`config.mk`:
```
export PLATFORM = sky130hd
export DESIGN_NAME = pee_host
export DESIGN_NICKNAME = d
export VERILOG_FILES = /design/src/pee_pkg.sv /design/src/pee_cyc_if.sv /design/src/pee_pin_cycler.sv /design/src/pee_host.sv
export VERILOG_INCLUDE_DIRS = /design/src
export SDC_FILE = /design/constraint.sdc
export NUM_CORES = 1
export LEC_CHECK = 0
export ABC_AREA = 1
export BUFFER_PORTS_ARGS = -buffer_cell sky130_fd_sc_hd__buf_4
export CAP_MARGIN = 10
export CORE_ASPECT_RATIO = 0.75
export CORE_MARGIN = 4
export CORE_UTILIZATION = 25
export DETAILED_ROUTE_END_ITERATION = 10
export GPL_TIMING_DRIVEN = 0
export PLACE_DENSITY_LB_ADDON = 0.15
export REMOVE_ABC_BUFFERS = 1
export SYNTH_ARGS = -nofsm -noshare
export SYNTH_HDL_FRONTEND = slang
export SYNTH_SLANG_ARGS = --single-unit
```
`constraint.sdc`:
```
create_clock -name sys_clk_in -period 2.1 [get_ports sys_clk_in]
set_input_delay 0.21 -clock sys_clk_in [delete_from_list [all_inputs] [get_ports sys_clk_in]]
set_output_delay 0.21 -clock sys_clk_in [all_outputs]
set_load 0.05 [all_outputs]
```
`src/pee_map.svh`:
```
// timing and field constants for the parallel eeprom host controller
// Contract
// - erase needs high voltage gate, 10 ms
// - same page bits on every load edge
// - gate high while strobe and chip low
// - next byte within 150 us window
// - protected write carries 1 to 64 bytes
// - page bits constant after lock code
// - keep one address for status reads
// - done only when toggle flag stops; host also answers, with timeout flag set, when the program timer runs out
// - three-byte code precedes each locked write
`ifndef PEE_MAP_SVH
`define PEE_MAP_SVH
// ************************************************
// timing
// ************************************************
`define PEE_CLK_MHZ 200
`define PEE_WINDOW_US 150
`define PEE_WINDOW_CYC ((`PEE_WINDOW_US * `PEE_CLK_MHZ))
`define PEE_PROG_MS 10
`define PEE_PROG_CYC ((`PEE_PROG_MS * 1000 * `PEE_CLK_MHZ))
`define PEE_ERASE_MS 10
`define PEE_ERASE_CYC ((`PEE_ERASE_MS * 1000 * `PEE_CLK_MHZ))
`define PEE_SETUP_US 5
`define PEE_SETUP_CYC ((`PEE_SETUP_US * `PEE_CLK_MHZ))
// strobe low 100 ns, high 50 ns, data setup 50 ns, gate low pulse 150 ns
`define PEE_PULSE_NS 100
`define PEE_PULSE_CYC ((`PEE_PULSE_NS * `PEE_CLK_MHZ + 999) / 1000)
`define PEE_READ_NS 150
`define PEE_READ_CYC ((`PEE_READ_NS * `PEE_CLK_MHZ + 999) / 1000)
// ************************************************
// fields and unlock code
// ************************************************
`define PEE_ADDR_W 13
`define PEE_PAGE_LSB 6
`define PEE_PAGE_BYTES 64
`define PEE_TOGGLE_BIT 6
`define PEE_POLL_BIT 7
`define PEE_CODE_A0 13'h1555
`define PEE_CODE_D0 8'haa
`define PEE_CODE_A1 13'h0aaa
`define PEE_CODE_D1 8'h55
`define PEE_CODE_A2 13'h1555
`define PEE_CODE_D2 8'ha0
`endif

```
`src/pee_pkg.sv`:
```
// types for the parallel eeprom host controller
package pee_pkg;
  typedef enum logic [1:0] {
    PEE_OP_READ,
    PEE_OP_WRITE,
    PEE_OP_ERASE
  } pee_op_e;
  typedef enum logic [3:0] {
    PEE_ST_IDLE,
    PEE_ST_CODE,
    PEE_ST_SETUP,
    PEE_ST_LOW,
    PEE_ST_HIGH,
    PEE_ST_NEXT,
    PEE_ST_READ,
    PEE_ST_POLL,
    PEE_ST_ERASE,
    PEE_ST_HOLD
  } pee_state_e;
endpackage

```
`src/pee_cyc_if.sv`:
```
// strobe request/answer between sequencer and pin cycler
`timescale 1ns/100ps
interface pee_cyc_if;
  logic start;
  logic rd;
  logic [12:0] addr;
  logic [7:0] wdata;
  logic done;
  logic [7:0] rdata;
  modport seq (output start, output rd, output addr, output wdata, input done, input rdata);
  modport cyc (input start, input rd, input addr, input wdata, output done, output rdata);
endinterface

```
`src/pee_pin_cycler.sv`:
```
// one bus cycle on the eeprom pins: read or byte load
`timescale 1ns/100ps
`include "pee_map.svh"
module pee_pin_cycler (
  input wire logic sys_clk_in,
  input wire logic rst_in,
  pee_cyc_if.cyc cyc,
  input wire logic [7:0] data_sync_in,
  output logic cs_n_out,
  output logic gate_n_out,
  output logic strobe_n_out,
  output logic [12:0] addr_out,
  output logic [7:0] data_out,
  output logic data_oe_out
);
  import pee_pkg::*;
  typedef enum logic [1:0] {PC_IDLE, PC_LOW, PC_HIGH} pee_pc_e;
  localparam logic [7:0] LOW_CYC = 8'(`PEE_READ_CYC);
  localparam logic [7:0] HIGH_CYC = 8'(`PEE_PULSE_CYC);
  pee_pc_e st_q, st_d;
  logic [7:0] cnt_q, cnt_d;
  logic rd_q, rd_d;
  logic cs_q, cs_d, gate_q, gate_d, stb_q, stb_d, oe_q, oe_d, done_q, done_d;
  logic [12:0] addr_q, addr_d;
  logic [7:0] wd_q, wd_d, rdat_q, rdat_d;

  always_comb begin
    st_d = st_q;
    cnt_d = cnt_q;
    rd_d = rd_q;
    cs_d = cs_q;
    gate_d = gate_q;
    stb_d = stb_q;
    oe_d = oe_q;
    addr_d = addr_q;
    wd_d = wd_q;
    rdat_d = rdat_q;
    done_d = 1'b0;
    case (st_q)
      PC_IDLE: begin
        if (cyc.start) begin
          rd_d = cyc.rd;
          addr_d = cyc.addr;
          wd_d = cyc.wdata;
          cs_d = 1'b0;
          cnt_d = LOW_CYC;
          st_d = PC_LOW;
          if (cyc.rd) begin
            gate_d = 1'b0;
            oe_d = 1'b0;
          end else begin
            gate_d = 1'b1;
            stb_d = 1'b0;
            oe_d = 1'b1;
          end
        end
      end
      PC_LOW: begin
        if (cnt_q == 8'h00) begin
          if (rd_q) begin
            rdat_d = data_sync_in;
          end
          // gate and chip rise together so each read is one toggle strobe
          gate_d = 1'b1;
          stb_d = 1'b1;
          cs_d = 1'b1;
          cnt_d = HIGH_CYC;
          st_d = PC_HIGH;
        end else begin
          cnt_d = cnt_q - 8'h01;
        end
      end
      default: begin
        if (cnt_q == 8'h00) begin
          oe_d = 1'b0;
          done_d = 1'b1;
          st_d = PC_IDLE;
        end else begin
          cnt_d = cnt_q - 8'h01;
        end
      end
    endcase
  end

  always_ff @(posedge sys_clk_in) begin
    if (rst_in) begin
      st_q <= PC_IDLE;
      cnt_q <= 8'h00;
      rd_q <= 1'b0;
      cs_q <= 1'b1;
      gate_q <= 1'b1;
      stb_q <= 1'b1;
      oe_q <= 1'b0;
      addr_q <= 13'h0000;
      wd_q <= 8'h00;
      rdat_q <= 8'h00;
      done_q <= 1'b0;
    end else begin
      st_q <= st_d;
      cnt_q <= cnt_d;
      rd_q <= rd_d;
      cs_q <= cs_d;
      gate_q <= gate_d;
      stb_q <= stb_d;
      oe_q <= oe_d;
      addr_q <= addr_d;
      wd_q <= wd_d;
      rdat_q <= rdat_d;
      done_q <= done_d;
    end
  end

  assign cs_n_out = cs_q;
  assign gate_n_out = gate_q;
  assign strobe_n_out = stb_q;
  assign addr_out = addr_q;
  assign data_out = wd_q;
  assign data_oe_out = oe_q;
  assign cyc.done = done_q;
  assign cyc.rdata = rdat_q;
endmodule // pee_pin_cycler

```
`src/pee_host.sv`:
```
// host controller driving a byte-wide parallel eeprom over its pins
`timescale 1ns/100ps
`include "pee_map.svh"
module pee_host #(
  parameter int PROG_CYC = `PEE_PROG_CYC,
  parameter int ERASE_CYC = `PEE_ERASE_CYC,
  parameter int SETUP_CYC = `PEE_SETUP_CYC,
  parameter int WINDOW_CYC = `PEE_WINDOW_CYC
) (
  input wire logic sys_clk_in,
  input wire logic rst_in,
  input wire logic req_valid_in,
  input wire pee_pkg::pee_op_e req_op_in,
  input wire logic req_locked_in,
  input wire logic [12:0] req_addr_in,
  input wire logic [7:0] req_data_in,
  input wire logic req_last_in,
  output logic req_ready_out,
  output logic rsp_valid_out,
  output logic [7:0] rsp_data_out,
  output logic rsp_timeout_out,
  output logic ee_cs_n_out,
  output logic ee_gate_n_out,
  output logic ee_strobe_n_out,
  output logic ee_gate_hv_out,
  output logic [12:0] ee_addr_out,
  output logic [7:0] ee_data_out,
  output logic ee_data_oe_out,
  input wire logic [7:0] ee_data_in
);
  import pee_pkg::*;
  // ************************************************
  // pin input synchroniser
  // ************************************************
  logic [7:0] s1_q, s2_q, s3_q, dat_q, dat_d;
  always_comb begin
    dat_d = dat_q;
    if (s2_q == s3_q) begin
      dat_d = s3_q;
    end
  end
  always_ff @(posedge sys_clk_in) begin
    if (rst_in) begin
      s1_q <= 8'h00;
      s2_q <= 8'h00;
      s3_q <= 8'h00;
      dat_q <= 8'h00;
    end else begin
      s1_q <= ee_data_in;
      s2_q <= s1_q;
      s3_q <= s2_q;
      dat_q <= dat_d;
    end
  end
  // ************************************************
  // sequencer
  // ************************************************
  pee_cyc_if cyc ();
  logic cs_n, gate_n, stb_n, oe;
  logic [12:0] pa;
  logic [7:0] pd;
  pee_pin_cycler u_cyc (
    .sys_clk_in(sys_clk_in),
    .rst_in(rst_in),
    .cyc(cyc.cyc),
    .data_sync_in(dat_q),
    .cs_n_out(cs_n),
    .gate_n_out(gate_n),
    .strobe_n_out(stb_n),
    .addr_out(pa),
    .data_out(pd),
    .data_oe_out(oe)
  );
  function automatic logic [12:0] code_addr(input logic [1:0] i);
    code_addr = (i == 2'd0) ? `PEE_CODE_A0 : (i == 2'd1) ? `PEE_CODE_A1 : `PEE_CODE_A2;
  endfunction
  function automatic logic [7:0] code_data(input logic [1:0] i);
    code_data = (i == 2'd0) ? `PEE_CODE_D0 : (i == 2'd1) ? `PEE_CODE_D1 : `PEE_CODE_D2;
  endfunction
  pee_state_e st_q, st_d;
  logic [31:0] tmr_q, tmr_d, win_q, win_d;
  logic [1:0] ci_q, ci_d;
  logic [12:0] a_q, a_d, last_a_q, last_a_d;
  logic [7:0] d_q, d_d, prev_q, prev_d;
  logic [6:0] nb_q, nb_d;
  logic lck_q, lck_d, last_q, last_d, fst_q, fst_d;
  logic rdy_q, rdy_d, rv_q, rv_d, to_q, to_d, hv_q, hv_d, hcs_q, hcs_d, hst_q, hst_d;
  logic [7:0] rsp_q, rsp_d;
  logic cstart, crd;
  logic [12:0] caddr;
  logic [7:0] cwd;
  logic pend_q, pend_d;
  always_comb begin
    st_d = st_q;
    {tmr_d, win_d, ci_d, a_d, last_a_d, d_d, prev_d, nb_d} =
      {tmr_q, win_q, ci_q, a_q, last_a_q, d_q, prev_q, nb_q};
    {lck_d, last_d, fst_d, hv_d, hcs_d, hst_d, pend_d, rsp_d} =
      {lck_q, last_q, fst_q, hv_q, hcs_q, hst_q, pend_q, rsp_q};
    {rdy_d, rv_d, to_d, cstart, crd} = 5'h00;
    caddr = a_q;
    cwd = d_q;
    if (win_q != 0) begin
      win_d = win_q - 1;
    end
    case (st_q)
      PEE_ST_IDLE: begin
        rdy_d = 1'b1;
        if (req_valid_in && rdy_q) begin
          rdy_d = 1'b0;
          a_d = req_addr_in;
          d_d = req_data_in;
          last_d = req_last_in;
          lck_d = req_locked_in;
          nb_d = 7'h00;
          ci_d = 2'd0;
          if (req_op_in == PEE_OP_READ) begin
            st_d = PEE_ST_READ;
          end else if (req_op_in == PEE_OP_ERASE) begin
            hcs_d = 1'b1;
            tmr_d = SETUP_CYC;
            st_d = PEE_ST_SETUP;
          end else begin
            st_d = req_locked_in ? PEE_ST_CODE : PEE_ST_LOW;
          end
        end
      end
      PEE_ST_CODE: begin
        cstart = 1'b1;
        caddr = code_addr(ci_q);
        cwd = code_data(ci_q);
        win_d = WINDOW_CYC;
        st_d = PEE_ST_HIGH;
      end
      PEE_ST_LOW: begin
        // caller keeps page bits fixed; a stray page ends the load early
        cstart = 1'b1;
        win_d = WINDOW_CYC;
        last_a_d = a_q;
        nb_d = nb_q + 7'h01;
        st_d = PEE_ST_HIGH;
      end
      PEE_ST_HIGH: begin
        if (cyc.done) begin
          if (ci_q != 2'd3 && lck_q) begin
            ci_d = ci_q + 2'd1;
            st_d = (ci_q == 2'd2) ? PEE_ST_LOW : PEE_ST_CODE;
            if (ci_q == 2'd2) begin
              ci_d = 2'd3;
            end
          end else if (last_q || nb_q == 7'(`PEE_PAGE_BYTES)) begin
            fst_d = 1'b1;
            tmr_d = PROG_CYC;
            st_d = PEE_ST_POLL;
          end else begin
            rdy_d = 1'b1;
            st_d = PEE_ST_NEXT;
          end
        end
      end
      PEE_ST_NEXT: begin
        rdy_d = 1'b1;
        if (req_valid_in && rdy_q && req_op_in == PEE_OP_WRITE &&
            req_addr_in[12:`PEE_PAGE_LSB] == last_a_q[12:`PEE_PAGE_LSB]) begin
          rdy_d = 1'b0;
          a_d = req_addr_in;
          d_d = req_data_in;
          last_d = req_last_in;
          st_d = PEE_ST_LOW;
        end else if (win_q == 0 || (req_valid_in && rdy_q)) begin
          // window gone or another request: device programs what it latched
          rdy_d = 1'b0;
          fst_d = 1'b1;
          tmr_d = PROG_CYC;
          st_d = PEE_ST_POLL;
        end
      end
      PEE_ST_POLL: begin
        // status reads at one address until bit six stops changing
        // one read in flight at a time, so no stray cycle outlives the poll
        if (!pend_q) begin
          cstart = 1'b1;
          crd = 1'b1;
          caddr = last_a_q;
          pend_d = 1'b1;
        end
        if (tmr_q != 0) begin
          tmr_d = tmr_q - 1;
        end
        if (cyc.done) begin
          pend_d = 1'b0;
          prev_d = cyc.rdata;
          fst_d = 1'b0;
          if (!fst_q && cyc.rdata[`PEE_TOGGLE_BIT] == prev_q[`PEE_TOGGLE_BIT]) begin
            rv_d = 1'b1;
            rsp_d = cyc.rdata;
            st_d = PEE_ST_IDLE;
          end else if (tmr_q == 0) begin
            rv_d = 1'b1;
            to_d = 1'b1;
            rsp_d = cyc.rdata;
            st_d = PEE_ST_IDLE;
          end
        end
      end
      PEE_ST_READ: begin
        cstart = 1'b1;
        crd = 1'b1;
        st_d = PEE_ST_HOLD;
      end
      PEE_ST_HOLD: begin
        if (cyc.done) begin
          rv_d = 1'b1;
          rsp_d = cyc.rdata;
          st_d = PEE_ST_IDLE;
        end
      end
      PEE_ST_SETUP: begin
        if (tmr_q == 0) begin
          if (hst_q) begin
            hcs_d = 1'b0;
            hst_d = 1'b0;
            rv_d = 1'b1;
            st_d = PEE_ST_IDLE;
          end else begin
            hst_d = 1'b1;
            hv_d = 1'b1;
            tmr_d = ERASE_CYC;
            st_d = PEE_ST_ERASE;
          end
        end else begin
          tmr_d = tmr_q - 1;
        end
      end
      default: begin
        if (tmr_q == 0) begin
          hv_d = 1'b0;
          tmr_d = SETUP_CYC;
          st_d = PEE_ST_SETUP;
        end else begin
          tmr_d = tmr_q - 1;
        end
      end
    endcase
  end

  assign cyc.start = cstart;
  assign cyc.rd = crd;
  assign cyc.addr = caddr;
  assign cyc.wdata = cwd;
  always_ff @(posedge sys_clk_in) begin
    if (rst_in) begin
      st_q <= PEE_ST_IDLE;
      {tmr_q, win_q} <= 64'h0;
      {ci_q, a_q, last_a_q, d_q, prev_q, nb_q} <= 51'h0;
      {lck_q, last_q, fst_q, rdy_q, rv_q, to_q, hv_q, hcs_q, hst_q, pend_q} <= 10'h000;
      rsp_q <= 8'h00;
    end else begin
      st_q <= st_d;
      {tmr_q, win_q} <= {tmr_d, win_d};
      {ci_q, a_q, last_a_q, d_q, prev_q, nb_q} <= {ci_d, a_d, last_a_d, d_d, prev_d, nb_d};
      {lck_q, last_q, fst_q, rdy_q, rv_q, to_q, hv_q, hcs_q, hst_q, pend_q} <=
        {lck_d, last_d, fst_d, rdy_d, rv_d, to_d, hv_d, hcs_d, hst_d, pend_d};
      rsp_q <= rsp_d;
    end
  end
  // ************************************************
  // pin merge: erase holds chip and strobe low itself
  // ************************************************
  logic pcs_q, pgate_q, pstb_q, poe_q;
  logic [12:0] paddr_q;
  logic [7:0] pdat_q;
  always_ff @(posedge sys_clk_in) begin
    if (rst_in) begin
      {pcs_q, pgate_q, pstb_q, poe_q} <= 4'he;
      {paddr_q, pdat_q} <= 21'h00000;
    end else begin
      pcs_q <= cs_n & ~hcs_q;
      pgate_q <= gate_n;
      pstb_q <= stb_n & ~hcs_q;
      poe_q <= oe & ~hcs_q;
      {paddr_q, pdat_q} <= {pa, pd};
    end
  end
  assign ee_cs_n_out = pcs_q;
  assign ee_gate_n_out = pgate_q;
  assign ee_strobe_n_out = pstb_q;
  assign ee_gate_hv_out = hv_q;
  assign ee_addr_out = paddr_q;
  assign ee_data_out = pdat_q;
  assign ee_data_oe_out = poe_q;
  assign req_ready_out = rdy_q;
  assign rsp_valid_out = rv_q;
  assign rsp_data_out = rsp_q;
  assign rsp_timeout_out = to_q;
endmodule // pee_host

```
Word-level counts from Yosys, hierarchy flattened:

Index checks and enable logic that the tools add are counted.

* flip-flop bits (word level): 238
* bits of input ports: 36
* output and inout bits: 37

* $add $sub $neg: 5
* equality and inequality tests: 41
* muxes and demuxes: 117
* bitwise gates (word level): 9
* reduce and logical (&&, ||, !) cells: 53

Operator list (number)
* 32-bit 2-to-1 mux: 12
* 32-bit one-hot mux with 6 select lines: 1
* 8-bit 2-to-1 mux: 12
* 13-bit 2-to-1 mux: 5
* 32-bit logical NOT: 2
* 32-bit nonzero test: 2
* 32-bit by 1-bit subtractor with 32-bit output, second input constant: 2
* 13-bit one-hot mux with 2 select lines: 2
* 8-bit one-hot mux with 2 select lines: 3
* 4-bit 2-to-1 mux: 11
* 1-bit 2-to-1 mux: 39
* 2-bit != test, second input constant: 16
* 4-bit one-hot mux with 8 select lines: 1
* 15-bit 2-to-1 mux: 2
* 2-bit 2-to-1 mux: 11
* 1-bit one-hot mux with 2 select lines: 9
* 3-bit AND reduction: 6
* 4-bit by 3-bit equality test with 1-bit output, second input constant: 4
* 2-bit nonzero test: 8
* 7-bit one-hot mux with 2 select lines: 1
* 3-bit != test, second input constant: 4
* 2-bit AND reduction: 6
* 4-bit AND reduction: 3
* 11-bit AND reduction: 1
* other kinds (34): 62

Depth between registers and ports, before layout:

* word-level depth: 6
* mapped depth: 14
* gate-level depth less buffers: 14

Hierarchy:

Synthesis repeated with hierarchy kept, for this count alone.

* cell total of the unflattened synthesis: 1579
* area, all modules: 10965.5 µm²

By module, submodules not included
* pee_host: instances 1, cells an instance 1335, area an instance 9056.2 µm², seq. area each 3743.6 µm²
* pee_pin_cycler: instances 1, cells an instance 244, area an instance 1909.3 µm², seq. area each 900.9 µm²

Least setup slack after synthesis:

OpenSTA, ideal clock, no wires.

* path kind: register to register
* start: reg rdy_q (netlist: req_ready_out)
* end: reg a_q[10]
* library setup time: 129 ps
* data arrival time: 1780 ps
* setup slack: 191 ps
* stages on the path, launching flop included: 11
* clock period less this slack: 1909 ps
* cells stage by stage: dfxtp_1 -> nand2_1 -> nor2_1 -> nand2_1 -> nor2_1 -> nand2_1 -> nand2_1 -> nand2_1 -> inv_1 -> clkbuf_1 -> a21oi_1

* longest elaborated chain between the ends: 5
* elaborated cells on any way between the ends: 6
* those cells by class: eq/ne (2); reduce/logical (4)

Ends and longest elaborated chain
* from (decl): RTL line pee_host.sv:87 `logic rdy_q, rdy_d, rv_q, rv_d, to_q, to_d, hv_q, hv_d, hcs_q, hcs_d, hst_q, hst_d;`
* from (signal assigned): RTL line pee_host.sv:261 `{lck_q, last_q, fst_q, rdy_q, rv_q, to_q, hv_q, hcs_q, hst_q, pend_q} <=`
* 1-bit logical AND (*): RTL line pee_host.sv:108, pee_host.sv:162
* 1-bit logical AND (2 in series): RTL line pee_host.sv:162 `if (req_valid_in && rdy_q && req_op_in == PEE_OP_WRITE &&`
* 2-bit != test (no source line)
* 3-bit AND reduction (no source line) (*)
* to (signal assigned): RTL line pee_host.sv:260 `{ci_q, a_q, last_a_q, d_q, prev_q, nb_q} <= {ci_d, a_d, last_a_d, d_d, prev_d, nb_d};`
* to (decl): RTL line pee_host.sv:83 `logic [12:0] a_q, a_d, last_a_q, last_a_d;`

Every way passes the cells marked *; elsewhere a longest branch is shown, timed or not.
A chain may end at the register's enable or synchronous reset.

Worst setup path in the final report:

* start: reg st_q[2]
* end: reg tmr_q[28]

* longest elaborated chain between the ends: 4
* elaborated cells on any way between the ends: 23
* those cells by class: eq/ne (18); mux (1); bitwise (1); reduce/logical (3)

Ends and longest elaborated chain
* from (decl): RTL line pee_host.sv:80 `pee_state_e st_q, st_d;`
* from (signal assigned): RTL line pee_host.sv:258 `st_q <= st_d;`
* 4-bit equality test, or another cell as far along: RTL line pee_host.sv:105 `case (st_q)`
* 4-bit OR reduction (no source line)
* 1-bit inverter (no source line)
* 11-bit AND reduction (no source line)
* to (signal assigned): RTL line pee_host.sv:259 `{tmr_q, win_q} <= {tmr_d, win_d};`
* to (decl): RTL line pee_host.sv:81 `logic [31:0] tmr_q, tmr_d, win_q, win_d;`

Parallel ways exist; a longest one is shown, timed or not.

==> impl_summary.log <==
INFO  metric run_status = complete, no violations
INFO  metric power_density = about 1700 nW/um^2
INFO  metric max_cap_violations = 0
INFO  metric core_region_area = 43,500 sq um
INFO  metric cts_num_sinks = approximately 230
INFO  metric power = 24.4 mW
INFO  metric residual_drc = 0
INFO  metric detail_route.wirelength = ~35,000 um
INFO  metric clk_latency = between 0.5 and 0.6 ns
INFO  metric finalSetupTns = 0 ns
INFO  metric syn2layout_area_growth = 31.1%
INFO  metric achievable-frequency = approximately 490 MHz
INFO  metric timing.clock.skew = roughly 0.018 ns
INFO  metric final-max-slew-violation-count = 0
INFO  metric initialDrtViolationCount = 750
INFO  metric setup_slack = roughly 0.072 ns
INFO  metric dr_total_vias = 10,738
INFO  metric final_layout_worst_hold_slack = about 0.18 ns
INFO  metric layout_worst_path_cycle_share = between 90% and 100%
INFO  metric register_area_share_after_synthesis = a little over two fifths
INFO  metric drt_first_pass_iters = 5
INFO  metric grt_first_pass_wirelength = 56,000 um
INFO  metric top_layer = met4
INFO  metric grtUsageTotal = between 10% and 20%
INFO  metric rows = 66
INFO  metric drt.antenna.violating_nets = 0
INFO  metric die-area = ~48,000 sq um
INFO  metric htree_num_levels = 1
INFO  metric met1Wirelength = around 18,000 um
INFO  metric io_buffers = just over 70
INFO  metric yosysUniqueCellTypes = 39
INFO  metric clock_tree.root_cell = sky130_fd_sc_hd__clkbuf_16
INFO  metric grt_max_degree = ~70
INFO  metric max_slew_margin_vs_limit = roughly half
INFO  metric clkSlewWorstSetupHoldPaths = 0.07 ns
INFO  metric layout_cell_share_with_drive_strength_beyond_1 = 17.3%
INFO  metric crit_top_cell = sky130_fd_sc_hd__nor2_4
INFO  metric worst_ir_drop_vdd = between 0.6 and 0.7 mV
INFO  metric critical-path-top-delay-family = simple AND/OR/NAND/NOR gates
INFO  metric setup_viol_count_final = 0
INFO  metric timing.critical_path.slowest_cell_delay = ~0.37 ns
INFO  metric die-height = 190 um
INFO  metric critical_path_buf_inv_count = 4
INFO  metric number_of_flops_mapped_to_enable_cells_by_yosys = 0
INFO  metric sort_of_element_at_the_end_of_the_critical_path = register
INFO  metric hold_violations = 0
INFO  metric post-route-min-period = 2.03 ns
INFO  metric final_net_count = between 1,500 and 2,000
INFO  metric antenna-diode-count = 0
INFO  metric dominant_combinational_cell_family_by_area_after_synthesis = simple AND/OR/NAND/NOR gates
INFO  metric via_per_instance_ratio = roughly 4.6
INFO  metric vias_in_the_first_global_route = between 10,000 and 15,000
INFO  metric timing.critical_path.cells = nor2_4 -> buf_4 -> nand3_4 -> inv_6 -> nand2_4 -> nor2_4 -> nor2_4 -> buf_6 -> buf_4 -> nand3_1 -> nand2_1 -> a21oi_1
INFO  metric clock_tree.buffer_depth = 3
INFO  metric post_synth_fa_ha_maj_area_fraction = 1.36%
INFO  metric initial_antenna_violation_count = 0
INFO  metric place_hpwl = between 20,000 and 25,000 um
INFO  metric transition_time_of_the_tightest_slew_check_pin = ~0.74 ns
INFO  metric placed_cell_area = 12,200 sq um
INFO  metric routed-wl-met3 = approximately 1900 um
INFO  metric stdcell_area = 14,500 sq um
INFO  metric dr_wl_met2 = 14,300 um
INFO  metric static-leakage-power = 6.16 nW
INFO  metric fp.dieW = 251 um
INFO  metric initial_core_util = about a quarter
INFO  metric worstPathRequired = 2.58 ns
INFO  metric preCtsSetupSlack = -2.16 ns
INFO  metric cp.arrival = 2.51 ns
INFO  metric synth_compound_area_share = between 10% and 20%
INFO  metric synth-warning-count = 0
INFO  metric timing.critical_path.from_type = register
INFO  metric ys_async_sr_fraction = 0%
INFO  metric post_synthesis_register_bit_count = between 200 and 250
INFO  metric post_synth_inst_count = 1,602
INFO  metric design.portCount = between 70 and 80
INFO  metric cp_slowest_cell = sky130_fd_sc_hd__dfxtp_2
INFO  metric syn_area = ~11,000 sq um
INFO  metric globalRouteOverflowTotal = 0
INFO  metric cts_tree = done
INFO  metric synth.avg_cell_area = 6.89 sq um
INFO  metric holdCritPathClass = in -> reg
INFO  metric wire_per_inst = between 10 and 15 um
INFO  metric area_share_of_and_or_nand_nor_cells_after_synthesis = 31.3%
INFO  metric critPathMaxFanout = 18
INFO  metric synth_flop_cell = sky130_fd_sc_hd__dfxtp_1
INFO  metric cts_made_buffers = 27
INFO  metric synth_mux_area_share = 0%
INFO  metric post_synth_xor_area_fraction = about 4%
INFO  metric worstSetupPathType = reg -> reg
INFO  metric place.gp.congestion = 0.848
cell families after synthesis:
kind of cell / count (synthesis)
compound gates: 259
fa+ha+maj: 12
flops: 232
xor+xnor: 50
simple gates: 811
buf+inv: 238
worst reg2reg max path: stages (launching register included):
cell and delay [ns]:
sky130_fd_sc_hd__dfxtp_2 0.37, sky130_fd_sc_hd__nor2_4 0.20, sky130_fd_sc_hd__buf_4 0.16, sky130_fd_sc_hd__nand3_4 0.13
sky130_fd_sc_hd__inv_6 0.22, sky130_fd_sc_hd__nand2_4 0.11, sky130_fd_sc_hd__nor2_4 0.16, sky130_fd_sc_hd__nor2_4 0.06
sky130_fd_sc_hd__buf_6 0.15, sky130_fd_sc_hd__buf_4 0.15, sky130_fd_sc_hd__nand3_1 0.06, sky130_fd_sc_hd__nand2_1 0.08
sky130_fd_sc_hd__a21oi_1 0.13
report_power, final:
| group | internal, mW | total, mW | switching (mW) |
|---|---|---|---|
| Sequential | 5.53 | 6.39 | 0.857 |
| Clock | 3.15 | 5.11 | 1.97 |
| Combinational | 4.45 | 12.9 | 8.49 |
| Total | 13.1 | 24.4 | 11.3 |
worst paths after layout:
check	startpoint	end	slack (ns)	depth (start not counted)
max reg2reg	st_q[2]	tmr_q[28]	0.07	12
min	rst_in	s1_q[7]	0.18	2
max	st_q[2]	tmr_q[28]	0.07	12
min reg2reg	s1_q[7]	s2_q[7]	0.40	2
placed cells by master, fill, tap and decap left out, types with 5 or more instances in the layout:
cell type / Yosys / routed
sky130_fd_sc_hd__nand2_2: 6 / 11
sky130_fd_sc_hd__inv_2: 5 / 9
sky130_fd_sc_hd__o21bai_1: 8 / 8
sky130_fd_sc_hd__o21ai_1: 2 / 6
sky130_fd_sc_hd__nand2_4: 0 / 13
sky130_fd_sc_hd__clkbuf_8: 0 / 5
sky130_fd_sc_hd__ha_1: 12 / 11
sky130_fd_sc_hd__nor2_4: 5 / 30
sky130_fd_sc_hd__clkbuf_16: 0 / 27
sky130_fd_sc_hd__a211oi_1: 7 / 7
sky130_fd_sc_hd__buf_12: 0 / 7
sky130_fd_sc_hd__o21ai_0: 104 / 98
sky130_fd_sc_hd__dfxtp_1: 232 / 221
sky130_fd_sc_hd__dlygate4sd3_1: 0 / 31
sky130_fd_sc_hd__xnor2_1: 24 / 24
sky130_fd_sc_hd__xor2_1: 26 / 26
sky130_fd_sc_hd__buf_4: 0 / 113
sky130_fd_sc_hd__nor3_1: 20 / 18
sky130_fd_sc_hd__or2_2: 7 / 7
sky130_fd_sc_hd__a221oi_1: 9 / 9
sky130_fd_sc_hd__nand3_1: 92 / 87
sky130_fd_sc_hd__inv_1: 180 / 170
sky130_fd_sc_hd__nand4_1: 54 / 54
sky130_fd_sc_hd__nand2_8: 1 / 5
sky130_fd_sc_hd__clkinv_2: 0 / 8
sky130_fd_sc_hd__a31oi_1: 13 / 13
sky130_fd_sc_hd__nand2_1: 309 / 294
sky130_fd_sc_hd__nor2_1: 301 / 255
sky130_fd_sc_hd__clkinvlp_4: 0 / 5
sky130_fd_sc_hd__nor2_2: 5 / 26
sky130_fd_sc_hd__a21oi_1: 103 / 103
sky130_fd_sc_hd__nor4_1: 5 / 5
sky130_fd_sc_hd__dfxtp_2: 0 / 9
sky130_fd_sc_hd__o211ai_1: 5 / 5
sky130_fd_sc_hd__bufinv_16: 0 / 5
synth_stat cells (2+ instances only):
| library cell | instances | share of area [%] |
|---|---|---|
| sky130_fd_sc_hd__o21ai_1 | 2 | 0.091 |
| sky130_fd_sc_hd__a31oi_1 | 13 | 0.74 |
| sky130_fd_sc_hd__inv_2 | 5 | 0.17 |
| sky130_fd_sc_hd__dfxtp_1 | 232 | 42 |
| sky130_fd_sc_hd__or2_2 | 7 | 0.40 |
| sky130_fd_sc_hd__inv_1 | 180 | 6.1 |
| sky130_fd_sc_hd__nor3_1 | 20 | 0.91 |
| sky130_fd_sc_hd__o31ai_1 | 4 | 0.27 |
| sky130_fd_sc_hd__xor2_1 | 26 | 2.1 |
| sky130_fd_sc_hd__nand4_1 | 54 | 3.1 |
| sky130_fd_sc_hd__nand2_1 | 309 | 11 |
| sky130_fd_sc_hd__o211ai_1 | 5 | 0.34 |
| sky130_fd_sc_hd__buf_2 | 6 | 0.27 |
| sky130_fd_sc_hd__a221oi_1 | 9 | 0.71 |
| sky130_fd_sc_hd__clkbuf_1 | 40 | 1.4 |
| sky130_fd_sc_hd__a21oi_1 | 103 | 4.7 |
| sky130_fd_sc_hd__ha_1 | 12 | 1.4 |
| sky130_fd_sc_hd__nor2_2 | 5 | 0.28 |
| sky130_fd_sc_hd__nor2_1 | 301 | 10 |
| sky130_fd_sc_hd__nor2_4 | 5 | 0.51 |
| sky130_fd_sc_hd__o21ai_0 | 104 | 4.7 |
| sky130_fd_sc_hd__nand3b_1 | 3 | 0.20 |
| sky130_fd_sc_hd__xnor2_1 | 24 | 1.9 |
| sky130_fd_sc_hd__buf_1 | 2 | 0.068 |
| sky130_fd_sc_hd__buf_6 | 4 | 0.41 |
| sky130_fd_sc_hd__nand2_2 | 6 | 0.34 |
| sky130_fd_sc_hd__nor4_1 | 5 | 0.28 |
| sky130_fd_sc_hd__o21bai_1 | 8 | 0.54 |
| sky130_fd_sc_hd__a211oi_1 | 7 | 0.48 |
| sky130_fd_sc_hd__nand3_1 | 92 | 4.2 |
sequential cells by signal (all words and copies together), names as in the netlist, 2 cells and up:
name             flops
u_cyc.addr_out      13
s1_q                 8
st_q                 4
a_q                 13
u_cyc.cnt_q          8
ee_data_out          8
u_cyc.data_out       8
win_q               32
dat_q                8
u_cyc.cyc.rdata      8
ee_addr_out         13
rsp_data_out         8
tmr_q               32
last_a_q            13
d_q                  8
s2_q                 8
nb_q                 7
u_cyc.st_q           2
s3_q                 8
ci_q                 2
per-layer routing:
layer / up-vias / GRT usage (%)
li1: 5484 / -
met1: 4968 / 21.4
met2: 239 / 21.4
met3: 47 / 2.42
met4: 0 / 3.82
met5: - / 0
metrics by stage:
step	cells	utilization (%)
4_1_cts	2322	32.3
3_5_place_dp	2205	28.0
3_3_place_gp	2200	27.7
5_1_grt	2343	33.3
2_1_floorplan	1550	-
6_report	2343	33.3
repair_timing:
item | 4_1_cts | 5_1_grt
setup buffers | 30 | 20
hold buffers | 31 | 0
cloned | 6 | 2
resized for setup | 79 | 75
setup endpoints to repair | 139 | 100
hold endpoints to repair | 31 | 0
pin swaps | 12 | 18
final cells by class:
class,instances,area [sq um]
clock buffer,34,752
clock inverter,16,215
tap,578,723
timing repair inverter,1,7.51
timing repair buffer,157,1400
fill,4678,29000
sequential,232,4660
inverter,186,732
multi-input combinational,1139,5980
(Power assumes the default switching activity.)
